File: config.mk
export PLATFORM = sky130hd
export DESIGN_NAME = aspcs_ctrl
export DESIGN_NICKNAME = d
export VERILOG_FILES = /design/src/aspcs_pkg.sv /design/src/aspcs_pulse_shaper.sv /design/src/aspcs_mclk_gen.sv /design/src/aspcs_ctrl.sv
export SDC_FILE = /design/constraint.sdc
export NUM_CORES = 1
export LEC_CHECK = 0
export BUFFER_PORTS_ARGS = -buffer_cell sky130_fd_sc_hd__buf_4
export CAP_MARGIN = 20
export CORE_ASPECT_RATIO = 1.25
export CORE_UTILIZATION = 44
export CTS_CLUSTER_DIAMETER = 30
export DETAILED_ROUTE_END_ITERATION = 6
export PLACE_DENSITY_LB_ADDON = 0.3
export SYNTH_ARGS = -nofsm -noshare
export SYNTH_HDL_FRONTEND = slang
export SYNTH_SLANG_ARGS = --single-unit
File: constraint.sdc
create_clock -name sys_clk -period 1.4 [get_ports sys_clk]
set_clock_uncertainty 0.2 [all_clocks]
set_input_delay 0 -clock sys_clk [delete_from_list [all_inputs] [get_ports sys_clk]]
set_output_delay 0 -clock sys_clk [all_outputs]
set_load 0.01 [all_outputs]
File: src/aspcs_pkg.sv
// Constants, field layouts and carrier types for the asynchronous serial
// protocol control and status block.
// Assumes a plain register port and a frame engine outside this block.
//
// Summary of operation
// Control bit 6 gates the format error interrupt; error flags set anyway.
// Control bit 7 gates the frame done interrupt; done flags set anyway.
// Software keeps sample position no larger than quanta per bit.
// Zero pulse width code 0 means full bit, else code plus one quanta.
// Shortened zero starts at quantum 0; bit time stays unchanged.
// Only the transmitter uses the pulse width; software keeps it in range.
// Receiver busy enable, bit 16, lets frame reception drive busy bit 9.
// Transmitter busy enable, bit 17, lets frame transmission drive busy.
// Control bit 31 enables the master clock; otherwise it stays low.
// Control bits 30 to 18 read zero; software writes zero.
// Hardware never clears a protocol status flag.
// Writing one to the status clear register clears that flag.
// Writing one to a status bit sets it without raising an interrupt.
// Writing zero to a status bit leaves it unchanged.
// Software clears all status flags before starting a new protocol.
// With both busy enables set, busy is receiver OR transmitter activity.
// Each cycle with an enabled status event gives one interrupt request pulse cycle.

package aspcs_pkg;

   // Register byte offsets
   localparam logic [7:0] OFS_CONTROL      = 8'h3C;
   localparam logic [7:0] OFS_STATUS       = 8'h48;
   localparam logic [7:0] OFS_STATUS_CLEAR = 8'h4C;
   localparam logic [7:0] OFS_IRQ_STATUS   = 8'h50;
   localparam logic [7:0] OFS_IRQ_MASK     = 8'h54;

   // Control register: reset value and writable bits
   localparam logic [31:0] CONTROL_RESET   = 32'h0000_0000;
   localparam logic [31:0] CONTROL_WR_MASK = 32'h8003_FFFF;

   // Status register: width, busy position, reset value
   localparam int          STATUS_W        = 17;
   localparam int          BUSY_BIT        = 9;
   localparam int          STOP_A_ERR_BIT  = 5;
   localparam int          STOP_B_ERR_BIT  = 6;
   localparam int          RX_DONE_BIT     = 7;
   localparam int          TX_DONE_BIT     = 8;
   localparam logic [16:0] STATUS_RESET    = 17'h0_0000;

   // Interrupt pending and mask layout
   localparam int          IRQ_W           = 2;
   localparam int          IRQ_FMT_BIT     = 0;
   localparam int          IRQ_FRAME_BIT   = 1;
   localparam logic [1:0]  IRQ_RESET       = 2'h0;

   // Pulse width code meaning a full-length zero
   localparam logic [2:0]  PULSE_FULL      = 3'h0;
   localparam logic        LINE_IDLE       = 1'h1;

   // Control register layout
   typedef struct packed {
      logic        mclk_enable;
      logic [12:0] reserved;
      logic        tx_activity_busy_enable;
      logic        rx_activity_busy_enable;
      logic [2:0]  zero_pulse_width;
      logic [4:0]  sample_position;
      logic        frame_done_irq_enable;
      logic        format_error_irq_enable;
      logic [5:0]  low_control;
   } aspcs_ctrl_t;

   // One transmit bit as seen at quantum granularity
   typedef struct packed {
      logic       bit_value;
      logic [4:0] quantum_index;
   } aspcs_tx_bit_t;

endpackage : aspcs_pkg

File: src/aspcs_pulse_shaper.sv
// Transmit line shaper: shortens zero bits to a programmed pulse width.
// Assumes the frame engine supplies each bit value with its quantum index.
`timescale 1ns/1ps

module aspcs_pulse_shaper (
   input  wire logic                    sys_clk,
   input  wire logic                    rst_n,
   input  wire aspcs_pkg::aspcs_tx_bit_t tx_bit,
   input  wire logic [2:0]              zero_pulse_width,
   output logic                         tx_line
);

   logic in_pulse;
   logic next_line;

   // Low portion covers quanta 0 up to the code value, so code plus one
   // quanta; the bit time itself is the engine's and is not touched
   assign in_pulse  = (tx_bit.quantum_index <= {2'h0, zero_pulse_width});
   assign next_line = tx_bit.bit_value ? 1'b1 :
                      (zero_pulse_width == aspcs_pkg::PULSE_FULL) ? 1'b0 :
                      !in_pulse;

   // Registered so the line never glitches between quanta
   always_ff @(posedge sys_clk or negedge rst_n) begin
      if (!rst_n) begin
         tx_line <= aspcs_pkg::LINE_IDLE;
      end else begin
         tx_line <= next_line;
      end
   end

endmodule : aspcs_pulse_shaper

File: src/aspcs_mclk_gen.sv
// Master clock generator: divides the system clock when enabled.
// Assumes the enable comes from a register in the same clock domain.
`timescale 1ns/1ps

module aspcs_mclk_gen #(
   parameter int HALF_PERIOD = 2
) (
   input  wire logic sys_clk,
   input  wire logic rst_n,
   input  wire logic enable,
   output logic      mclk
);

   localparam int CW = (HALF_PERIOD > 1) ? $clog2(HALF_PERIOD) : 1;

   logic [CW-1:0] count;
   logic          wrap;

   initial begin
      if (HALF_PERIOD < 1) begin
         $error("aspcs_mclk_gen: HALF_PERIOD must be at least 1");
      end
   end

   assign wrap = (count == CW'(HALF_PERIOD - 1));

   // Disabled generator is held low and its divider parked at zero
   always_ff @(posedge sys_clk or negedge rst_n) begin
      if (!rst_n) begin
         count <= '0;
         mclk  <= 1'b0;
      end else if (!enable) begin
         count <= '0;
         mclk  <= 1'b0;
      end else begin
         count <= wrap ? '0 : count + CW'(1);
         mclk  <= wrap ? !mclk : mclk;
      end
   end

endmodule : aspcs_mclk_gen

File: src/aspcs_ctrl.sv
// Protocol control and status registers of the asynchronous serial mode,
// with busy indication, interrupt gating, zero pulse shaping and master
// clock. Assumes a frame engine that reports events as one-cycle pulses
// at status bit positions and activity as levels.
`timescale 1ns/1ps

module aspcs_ctrl #(
   parameter int MCLK_HALF_PERIOD = 2
) (
   input  wire logic                    sys_clk,
   input  wire logic                    rst_n,
   // Register port
   input  wire logic [7:0]              reg_addr,
   input  wire logic [31:0]             reg_wdata,
   input  wire logic                    reg_wr,
   input  wire logic                    reg_rd,
   output logic [31:0]                  reg_rdata,
   // Frame engine side
   input  wire logic [16:0]             hw_flag_set,
   input  wire logic                    rx_active,
   input  wire logic                    tx_active,
   input  wire aspcs_pkg::aspcs_tx_bit_t tx_bit,
   output logic [5:0]                   low_control,
   output logic [4:0]                   sample_position,
   // Line and system side
   output logic                         tx_line,
   output logic                         mclk,
   output logic                         irq,
   output logic                         proto_irq_pulse
);

   initial begin
      if (MCLK_HALF_PERIOD < 1) begin
         $error("aspcs_ctrl: MCLK_HALF_PERIOD must be at least 1");
      end
   end

   // Address match, used for every register select
   function automatic logic hit(input logic [7:0] addr,
                                input logic [7:0] ofs);
      hit = (addr == ofs);
   endfunction : hit

   // ------------------------------------------------------------------
   // Register state
   // ------------------------------------------------------------------
   logic [31:0]                 control;
   aspcs_pkg::aspcs_ctrl_t      ctrl;
   logic [16:0]                 status;
   logic [1:0]                  irq_pending;
   logic [1:0]                  irq_mask;

   logic [31:0]                 next_control;
   logic [16:0]                 next_status;
   logic [1:0]                  next_irq_pending;
   logic [1:0]                  next_irq_mask;
   logic                        next_irq_pulse;
   logic [31:0]                 next_rdata;

   // ------------------------------------------------------------------
   // Address decode
   // ------------------------------------------------------------------
   logic sel_control;
   logic sel_status;
   logic sel_clear;
   logic sel_irq_status;
   logic sel_irq_mask;
   logic sel_any;

   assign sel_control    = hit(reg_addr, aspcs_pkg::OFS_CONTROL);
   assign sel_status     = hit(reg_addr, aspcs_pkg::OFS_STATUS);
   assign sel_clear      = hit(reg_addr, aspcs_pkg::OFS_STATUS_CLEAR);
   assign sel_irq_status = hit(reg_addr, aspcs_pkg::OFS_IRQ_STATUS);
   assign sel_irq_mask   = hit(reg_addr, aspcs_pkg::OFS_IRQ_MASK);
   assign sel_any        = sel_control | sel_status | sel_clear |
                           sel_irq_status | sel_irq_mask;

   logic wr_control;
   logic wr_status;
   logic wr_clear;
   logic wr_irq_status;
   logic wr_irq_mask;

   assign wr_control    = reg_wr & sel_control;
   assign wr_status     = reg_wr & sel_status;
   assign wr_clear      = reg_wr & sel_clear;
   assign wr_irq_status = reg_wr & sel_irq_status;
   assign wr_irq_mask   = reg_wr & sel_irq_mask;

   // ------------------------------------------------------------------
   // Control register fields
   // ------------------------------------------------------------------
   assign ctrl            = aspcs_pkg::aspcs_ctrl_t'(control);
   assign low_control     = ctrl.low_control;
   // The receiver gets the sample position but never the pulse width
   assign sample_position = ctrl.sample_position;

   // Reserved bits never store, so they read back as zero
   assign next_control = wr_control ?
                         (reg_wdata & aspcs_pkg::CONTROL_WR_MASK) :
                         control;

   // ------------------------------------------------------------------
   // Busy indication
   // ------------------------------------------------------------------
   // Busy is a live view of activity; it is never a stored flag, so an
   // enable cleared mid-frame drops the bit at once
   logic rx_busy;
   logic tx_busy;
   logic busy;

   assign rx_busy = ctrl.rx_activity_busy_enable & rx_active;
   assign tx_busy = ctrl.tx_activity_busy_enable & tx_active;
   assign busy    = rx_busy | tx_busy;

   // ------------------------------------------------------------------
   // Protocol status flags
   // ------------------------------------------------------------------
   // Busy is not a sticky flag and takes neither set nor clear
   localparam logic [16:0] STICKY_MASK =
      ~(17'h0_0001 << aspcs_pkg::BUSY_BIT);

   logic [16:0] hw_set;
   logic [16:0] sw_set;
   logic [16:0] sw_clear;
   logic [16:0] status_view;

   assign hw_set   = hw_flag_set & STICKY_MASK;
   // Ones set flags, zeros do nothing
   assign sw_set   = wr_status ? (reg_wdata[16:0] & STICKY_MASK)
                               : 17'h0_0000;
   assign sw_clear = wr_clear ? (reg_wdata[16:0] & STICKY_MASK)
                              : 17'h0_0000;

   // Only a clear register write removes a flag; a hardware event in
   // the clearing cycle survives because the set is applied last
   assign next_status = ((status & ~sw_clear) | sw_set) | hw_set;

   assign status_view = (status & STICKY_MASK) |
                        ({16'h0000, busy} << aspcs_pkg::BUSY_BIT);

   // ------------------------------------------------------------------
   // Interrupt gating
   // ------------------------------------------------------------------
   // Only hardware events qualify, so software setting a status bit
   // never raises a request
   logic fmt_event;
   logic frame_event;
   logic [1:0] irq_set;
   logic [1:0] irq_clear;

   assign fmt_event   = ctrl.format_error_irq_enable &
                        (hw_set[aspcs_pkg::STOP_A_ERR_BIT] |
                         hw_set[aspcs_pkg::STOP_B_ERR_BIT]);
   assign frame_event = ctrl.frame_done_irq_enable &
                        (hw_set[aspcs_pkg::RX_DONE_BIT] |
                         hw_set[aspcs_pkg::TX_DONE_BIT]);

   assign irq_set[aspcs_pkg::IRQ_FMT_BIT]   = fmt_event;
   assign irq_set[aspcs_pkg::IRQ_FRAME_BIT] = frame_event;
   assign irq_clear = wr_irq_status ? reg_wdata[1:0] : 2'h0;

   // Write one clears; a new event in the same cycle wins
   assign next_irq_pending = (irq_pending & ~irq_clear) | irq_set;
   assign next_irq_mask    = wr_irq_mask ? reg_wdata[1:0] : irq_mask;
   assign next_irq_pulse   = |irq_set;

   // Level output follows the pending bits the mask lets through
   assign irq = |(irq_pending & irq_mask);

   // ------------------------------------------------------------------
   // Read data, valid only in the cycle after the read strobe
   // ------------------------------------------------------------------
   logic [31:0] read_mux;

   assign read_mux =
      sel_control    ? control :
      sel_status     ? {15'h0000, status_view} :
      sel_irq_status ? {30'h0000_0000, irq_pending} :
      sel_irq_mask   ? {30'h0000_0000, irq_mask} :
                       32'h0000_0000;

   // Clear register and unmapped addresses read as zero
   assign next_rdata = (reg_rd & sel_any) ? read_mux : 32'h0000_0000;

   // ------------------------------------------------------------------
   // Registers
   // ------------------------------------------------------------------
   always_ff @(posedge sys_clk or negedge rst_n) begin
      if (!rst_n) begin
         control <= aspcs_pkg::CONTROL_RESET;
         status  <= aspcs_pkg::STATUS_RESET;
      end else begin
         control <= next_control;
         status  <= next_status;
      end
   end

   // Interrupt state and read port
   always_ff @(posedge sys_clk or negedge rst_n) begin
      if (!rst_n) begin
         irq_pending     <= aspcs_pkg::IRQ_RESET;
         irq_mask        <= aspcs_pkg::IRQ_RESET;
         proto_irq_pulse <= 1'b0;
         reg_rdata       <= 32'h0000_0000;
      end else begin
         irq_pending     <= next_irq_pending;
         irq_mask        <= next_irq_mask;
         proto_irq_pulse <= next_irq_pulse;
         reg_rdata       <= next_rdata;
      end
   end

   // ------------------------------------------------------------------
   // Line side
   // ------------------------------------------------------------------
   // Transmitter alone uses the zero pulse width
   aspcs_pulse_shaper u_shaper (
      .sys_clk          (sys_clk),
      .rst_n            (rst_n),
      .tx_bit           (tx_bit),
      .zero_pulse_width (ctrl.zero_pulse_width),
      .tx_line          (tx_line)
   );

   aspcs_mclk_gen #(
      .HALF_PERIOD (MCLK_HALF_PERIOD)
   ) u_mclk (
      .sys_clk (sys_clk),
      .rst_n   (rst_n),
      .enable  (ctrl.mclk_enable),
      .mclk    (mclk)
   );

endmodule : aspcs_ctrl

---- Yosys cells after proc, flatten, opt, wreduce, memory -nomap -nowiden ----
Index checks and enable logic that the tools add are counted.
cells by class
  add/sub/neg operators ................... 1
  magnitude comparators ................... 1
  equal/unequal tests ..................... 6
  muxes and demuxes ....................... 14
  bitwise gates (word level) .............. 26
  reductions and logical operators ........ 5
operators by type and width
  cell                                                                      count
  32-bit 2-to-1 mux                                                         2
  17-bit 2-to-1 mux                                                         3
  17-bit OR                                                                 2
  8-bit by 7-bit == test with 1-bit output (second input constant)          4
  17-bit AND                                                                1
  17-bit inverter                                                           1
  17-bit by 10-bit OR with 17-bit output                                    1
  1-bit AND                                                                 10
  8-bit by 6-bit == test with 1-bit output (second input constant)          1
  1-bit OR                                                                  7
  1-bit 2-to-1 mux                                                          6
  2-bit 2-to-1 mux                                                          3
  5-bit by 3-bit <= comparator with 1-bit output                            1
  2-bit AND                                                                 2
  2-bit OR reduction                                                        2
  3-bit zero test                                                           1
  1-bit zero test                                                           2
  2-bit by 1-bit inequality test with 1-bit output (second input constant)  1
  2-bit inverter                                                            1
  2-bit OR                                                                  1
  1-bit adder (second input constant)                                       1
storage, ports and cells
  bits in registers ....................... 76
  input bits .............................. 69

---- Depth between registers and ports, before layout ----
  depth in word-level cells ............... 7
  mapped depth ............................ 6

---- Modules after synthesis ----
From an unflattened synthesis, not the netlist that was laid out.
second synthesis, totals
  cell total of the unflattened synthesis .. 240
  area, all modules ....................... 2892.8 sq um
modules (own cells, without submodules)
  module              times used  cells each  area an instance (sq um)  sequential area each (sq um)
  aspcs_ctrl          1           220         2697.6                    1476.4
  aspcs_pulse_shaper  1           15          121.4                     26.3
  aspcs_mclk_gen      1           5           73.8                      50.0

---- Worst setup path after synthesis ----
No wires, ideal clock.
  path type ............................... input to register
  start point ............................. in reg_addr[5]
  end point ............................... reg irq_mask[0]
  arrival ................................. 1.303 ns
  path slack .............................. -0.227 ns
  stages .................................. 4
  buffers on the path ..................... 0
  cell sequence ........................... or3b_2 -> nor3_1 -> and4_1 -> mux2_2
on the way
  word-level cells in the longest chain between the ends .. 2
ends and longest elaborated chain
  item                                      line               source
  start: declaration                        aspcs_ctrl.sv:13   input wire logic [7:0] reg_addr,
  8-bit by 7-bit == test with 1-bit output  aspcs_ctrl.sv:41   hit = (addr == ofs);
  1-bit AND                                 aspcs_ctrl.sv:88   assign wr_irq_mask = reg_wr & sel_irq_mask;
  end signal: assignment                    aspcs_ctrl.sv:203  irq_mask <= aspcs_pkg::IRQ_RESET;
  end signal: assignment                    aspcs_ctrl.sv:208  irq_mask <= next_irq_mask;
  end: declaration                          aspcs_ctrl.sv:51   logic [1:0] irq_mask;
No other way between the ends.
A chain may end at the register's enable or synchronous reset.

---- Worst setup path in the final report ----
  start point ............................. reg control[14]
  end point ............................... reg u_shaper.tx_line
on the way
  word-level cells in the longest chain between the ends .. 4
ends and longest elaborated chain
  item                                            line                      source
  start: declaration                              aspcs_ctrl.sv:47          logic [31:0] control;
  start signal: assignment                        aspcs_ctrl.sv:191         control <= aspcs_pkg::CONTROL_RESET;
  start signal: assignment                        aspcs_ctrl.sv:194         control <= next_control;
  5-bit by 3-bit <= comparator with 1-bit output  aspcs_pulse_shaper.sv:18  assign in_pulse = (tx_bit.quantum_index <= {2'h0, zero_pulse_width});
  1-bit zero test                                 aspcs_pulse_shaper.sv:21  !in_pulse;
  1-bit 2-to-1 mux *                              aspcs_pulse_shaper.sv:20  (zero_pulse_width == aspcs_pkg::PULSE_FULL) ? 1'b0 :
  1-bit 2-to-1 mux *                              aspcs_pulse_shaper.sv:19  assign next_line = tx_bit.bit_value ? 1'b1 :
  named net u_shaper.next_line                    aspcs_pulse_shaper.sv:14  logic next_line;
  end signal: assignment                          aspcs_pulse_shaper.sv:26  tx_line <= aspcs_pkg::LINE_IDLE;
  end signal: assignment                          aspcs_pulse_shaper.sv:28  tx_line <= next_line;
  end: declaration                                aspcs_pulse_shaper.sv:10  output logic tx_line
Mark *: on every way through the listed nets, which the timed path passes. The rest lies on a longest branch.

==> run summary <==
Synth Cell Area: 2917 sq um
die width: 74.82 microns
failing checks: hold timing, setup timing
relative slew slack: 63.80%
max cap viols: 0
Global Route met3 Usage: 5.065%
pwr dens: 851.0 nW/um^2
Seq cells post-synth: 62
TritonRoute pass-1 iters: 4
Clock power frac: 35.5%
Worst EP required: 1.46 ns
most used routing layer: met2
Area growth syn-to-layout: 54.65%
vias in the first global route: 2517
Clock Path Buffers: 2
CTS tree: done
# DRC: 0
grt ovf: 0
final cell utilization of the core: 71.76%
final wirelength: 7579 microns
routability congestion estimate: 0.8671
Final setup viols: 1
worst-path fanout max: 2
Synth Instances: 238
post-route ant nets: 0
pre-CTS setup slack: -0.2792 ns
P_sw: 0.9346 mW
pin count of the biggest net entering global routing: 26
H-tree levels: 3
Leakage: 2.111 nW
RSZ-0062 raised after global routing: yes
fraction of layout cells with a size suffix above 1: 43.07%
Peak supply drop: 684.0 uV
Chip Height: 93.03 microns
Total Routing Usage GR: 23.38%
Distinct cells, synth: 42
clk_lat worst skew: 0.33 ns
Tmin final: 1.425 ns
total CTS buffers: 9
top_reg_cell synth: dfrtp_1
sequential area share after synthesis: 53.24%
startpoint types: register
average wire per standard cell: 15.72 microns
crit share post-route: 101.8%
worst hold-check path type: in2reg
M2 GR Usage: 40.54%
endpoint class of the critical path: register
Post-CTS Hold Fix Bufs: 47
Hold Violations, Final: 32
DRT iter0 DRCs: 110
Hold WS: -0.1731 ns
initial antenna violation count: 0
met1 usage: 27.81%
Post-DP HPWL: 5075 microns
Final nets: 465
Sw Ratio: 24.35%
CTS clock-pin slew for the worst setup and hold paths: 0.07 ns
FP Rows: 32
Yosys warnings: 0
Die Area: 6960 sq um
port bufs: 88
core area: 6286 sq um
IO Pins: 116
Slew @ Worst Pin: 0.5425 ns
Ant. Diodes: 0
Sink Count: 62
status: complete, but fails checks
Final WS setup: -0.02469 ns
pins over their slew limit: 0
vias per cell: 5.044
first-pass GRT wire length: 11870 microns
internal power: 2.904 mW
WP data arrival: 1.49 ns
ys async rst share: 100.0%
Placed Instance Area: 3776 sq um
Initial Util: 46.40%
syn_area_per_cell: 12.25 sq um
combinational fraction of design power: 14.8%
final instance area: 4511 sq um
vias: 2431
Fmax: 701.9 MHz
Post-synth EDFFs: 0
Reg power frac: 49.7%
kind of critical path: reg2reg
Root Driver: clkbuf_8
==> synthesized netlist by cell type (all sizes together), types with 3 or more instances <==
| master | number | area share [%] |
|---|---|---|
| dfrtp | 61 | 52 |
| buf | 31 | 7.6 |
| mux2 | 19 | 7.3 |
| a21boi | 17 | 4.4 |
| a311o | 16 | 5.5 |
| a22oi | 15 | 3.9 |
| nor2 | 13 | 1.7 |
| nor2b | 8 | 1.7 |
| nor3 | 7 | 1.8 |
| inv | 4 | 0.51 |
| o21ai | 4 | 0.69 |
| ha | 3 | 1.3 |
| nand3 | 3 | 0.51 |
| nor3b | 3 | 0.77 |
| o21a | 3 | 0.77 |
| or3b | 3 | 0.99 |
==> cell families (layout without fill, tap and decap cells) <==
family | Yosys count | count (layout) | synth area share (%)
xor gates and xnor gates | 1 | 1 | 0.3004
and+or+nand+nor | 51 | 51 | 11.63
buffers and inverters | 37 | 184 | 8.323
AOI/OAI and AO/OA | 64 | 64 | 17.76
adders and majority gates | 3 | 3 | 1.287
other | 1 | 13 | 0.1286
muxes | 19 | 19 | 7.336
DFF | 62 | 62 | 53.24
==> worst max-delay path: stages (launching register included) <==
cell and delay (ns):
dfrtp_1 0.39, inv_2 0.08, ha_4 0.20, nor2b_4 0.11
o21a_1 0.17, o21ai_2 0.14, a21oi_2 0.06
==> cell usage in the layout, fill, tap and decap left out, types with 2 or more instances in the layout <==
cell,synthesis,routed
buf_4,26,112
dfrtp_1,61,61
dlygate4sd3_1,0,46
a311o_1,16,16
a22oi_1,15,15
mux2_2,17,15
a21boi_1,14,14
nor2_1,13,13
conb_1,1,13
clkbuf_8,0,11
nor2b_1,8,7
nor3_1,5,4
inv_1,4,3
or3b_4,1,3
nand3_1,3,3
o21a_1,3,3
a21boi_0,3,3
nor3_4,1,3
clkinv_2,0,3
buf_6,0,3
nand2b_1,2,2
a21o_1,2,2
and3_1,2,2
nor3b_1,3,2
nor4b_4,1,2
a22o_1,2,2
a32o_1,2,2
a221oi_2,0,2
mux2_4,0,2
nand2_1,2,2
o21ai_0,4,2
mux2_1,2,2
ha_1,3,2
buf_12,0,2
==> power groups by stage <==
stage | registers, mW | logic [mW] | clock network, mW
2_1_floorplan | 1.92 | 0.196 | 0
3_3_place_gp | 1.93 | 0.423 | 0
3_5_place_dp | 1.93 | 0.434 | 0
4_1_cts | 1.91 | 0.552 | 1.40
5_1_grt | 1.91 | 0.618 | 1.47
6_report | 1.91 | 0.567 | 1.36
==> final cells by class <==
type | instances | area, sq um
Multi-Input combinational cell | 151 | 1270
Sequential cell | 62 | 1553
Tap cell | 85 | 106.4
Clock inverter | 4 | 22.52
Inverter | 4 | 15.01
Clock buffer | 11 | 151.4
Timing Repair Buffer | 165 | 1393
Fill cell | 460 | 1775
==> repair_timing <==
action                                 4_1_cts  5_1_grt
setup endpoints to repair                    4       18
setup buffers                                1        0
resized for setup                            6       12
cloned                                       0        1
pin swaps                                    3        5
endpoints found under the hold margin      110       34
==> path summary, 6_finish.rpt <==
kind	endpoint	slack (ns)	depth (start not counted)	start
setup / recovery	u_shaper.tx_line	-0.02	6	control[14]
hold / removal	reg_rdata[0]	-0.17	4	reg_addr[7]
setup reg to reg	u_shaper.tx_line	-0.02	6	control[14]
hold reg to reg	u_mclk.count	0.25	1	u_mclk.count
max in group asynchronous	control[17]	0.55	3	rst_n
min in group asynchronous	control[15]	-0.10	2	rst_n
==> stage by stage <==
stage	power, mW	cells	TNS, ns
6_report	3.838	482	-0.02469
5_1_grt	4.004	482	-0.1044
4_1_cts	3.857	482	-0.06332
3_5_place_dp	2.369	419	-10.17
3_3_place_gp	2.355	419	-8.542
2_1_floorplan	2.117	250	-0.6976
==> per-layer routing <==
| layer | up-vias | part of all wire [%] |
|---|---|---|
| met5 | - | 0 |
| met4 | 0 | 1.3 |
| met3 | 9 | 4.7 |
| met2 | 88 | 54 |
| met1 | 1176 | 40 |
| li1 | 1158 | - |
==> sequential cells by signal, indices dropped and copies added (netlist names) <==
name,flops
irq_mask,2
u_mclk.mclk,1
control,19
u_mclk.count,1
status,16
reg_rdata,19
irq_pending,2
u_shaper.tx_line,1
proto_irq_pulse,1
No activity file was read; power rests on OpenSTA's default activity.
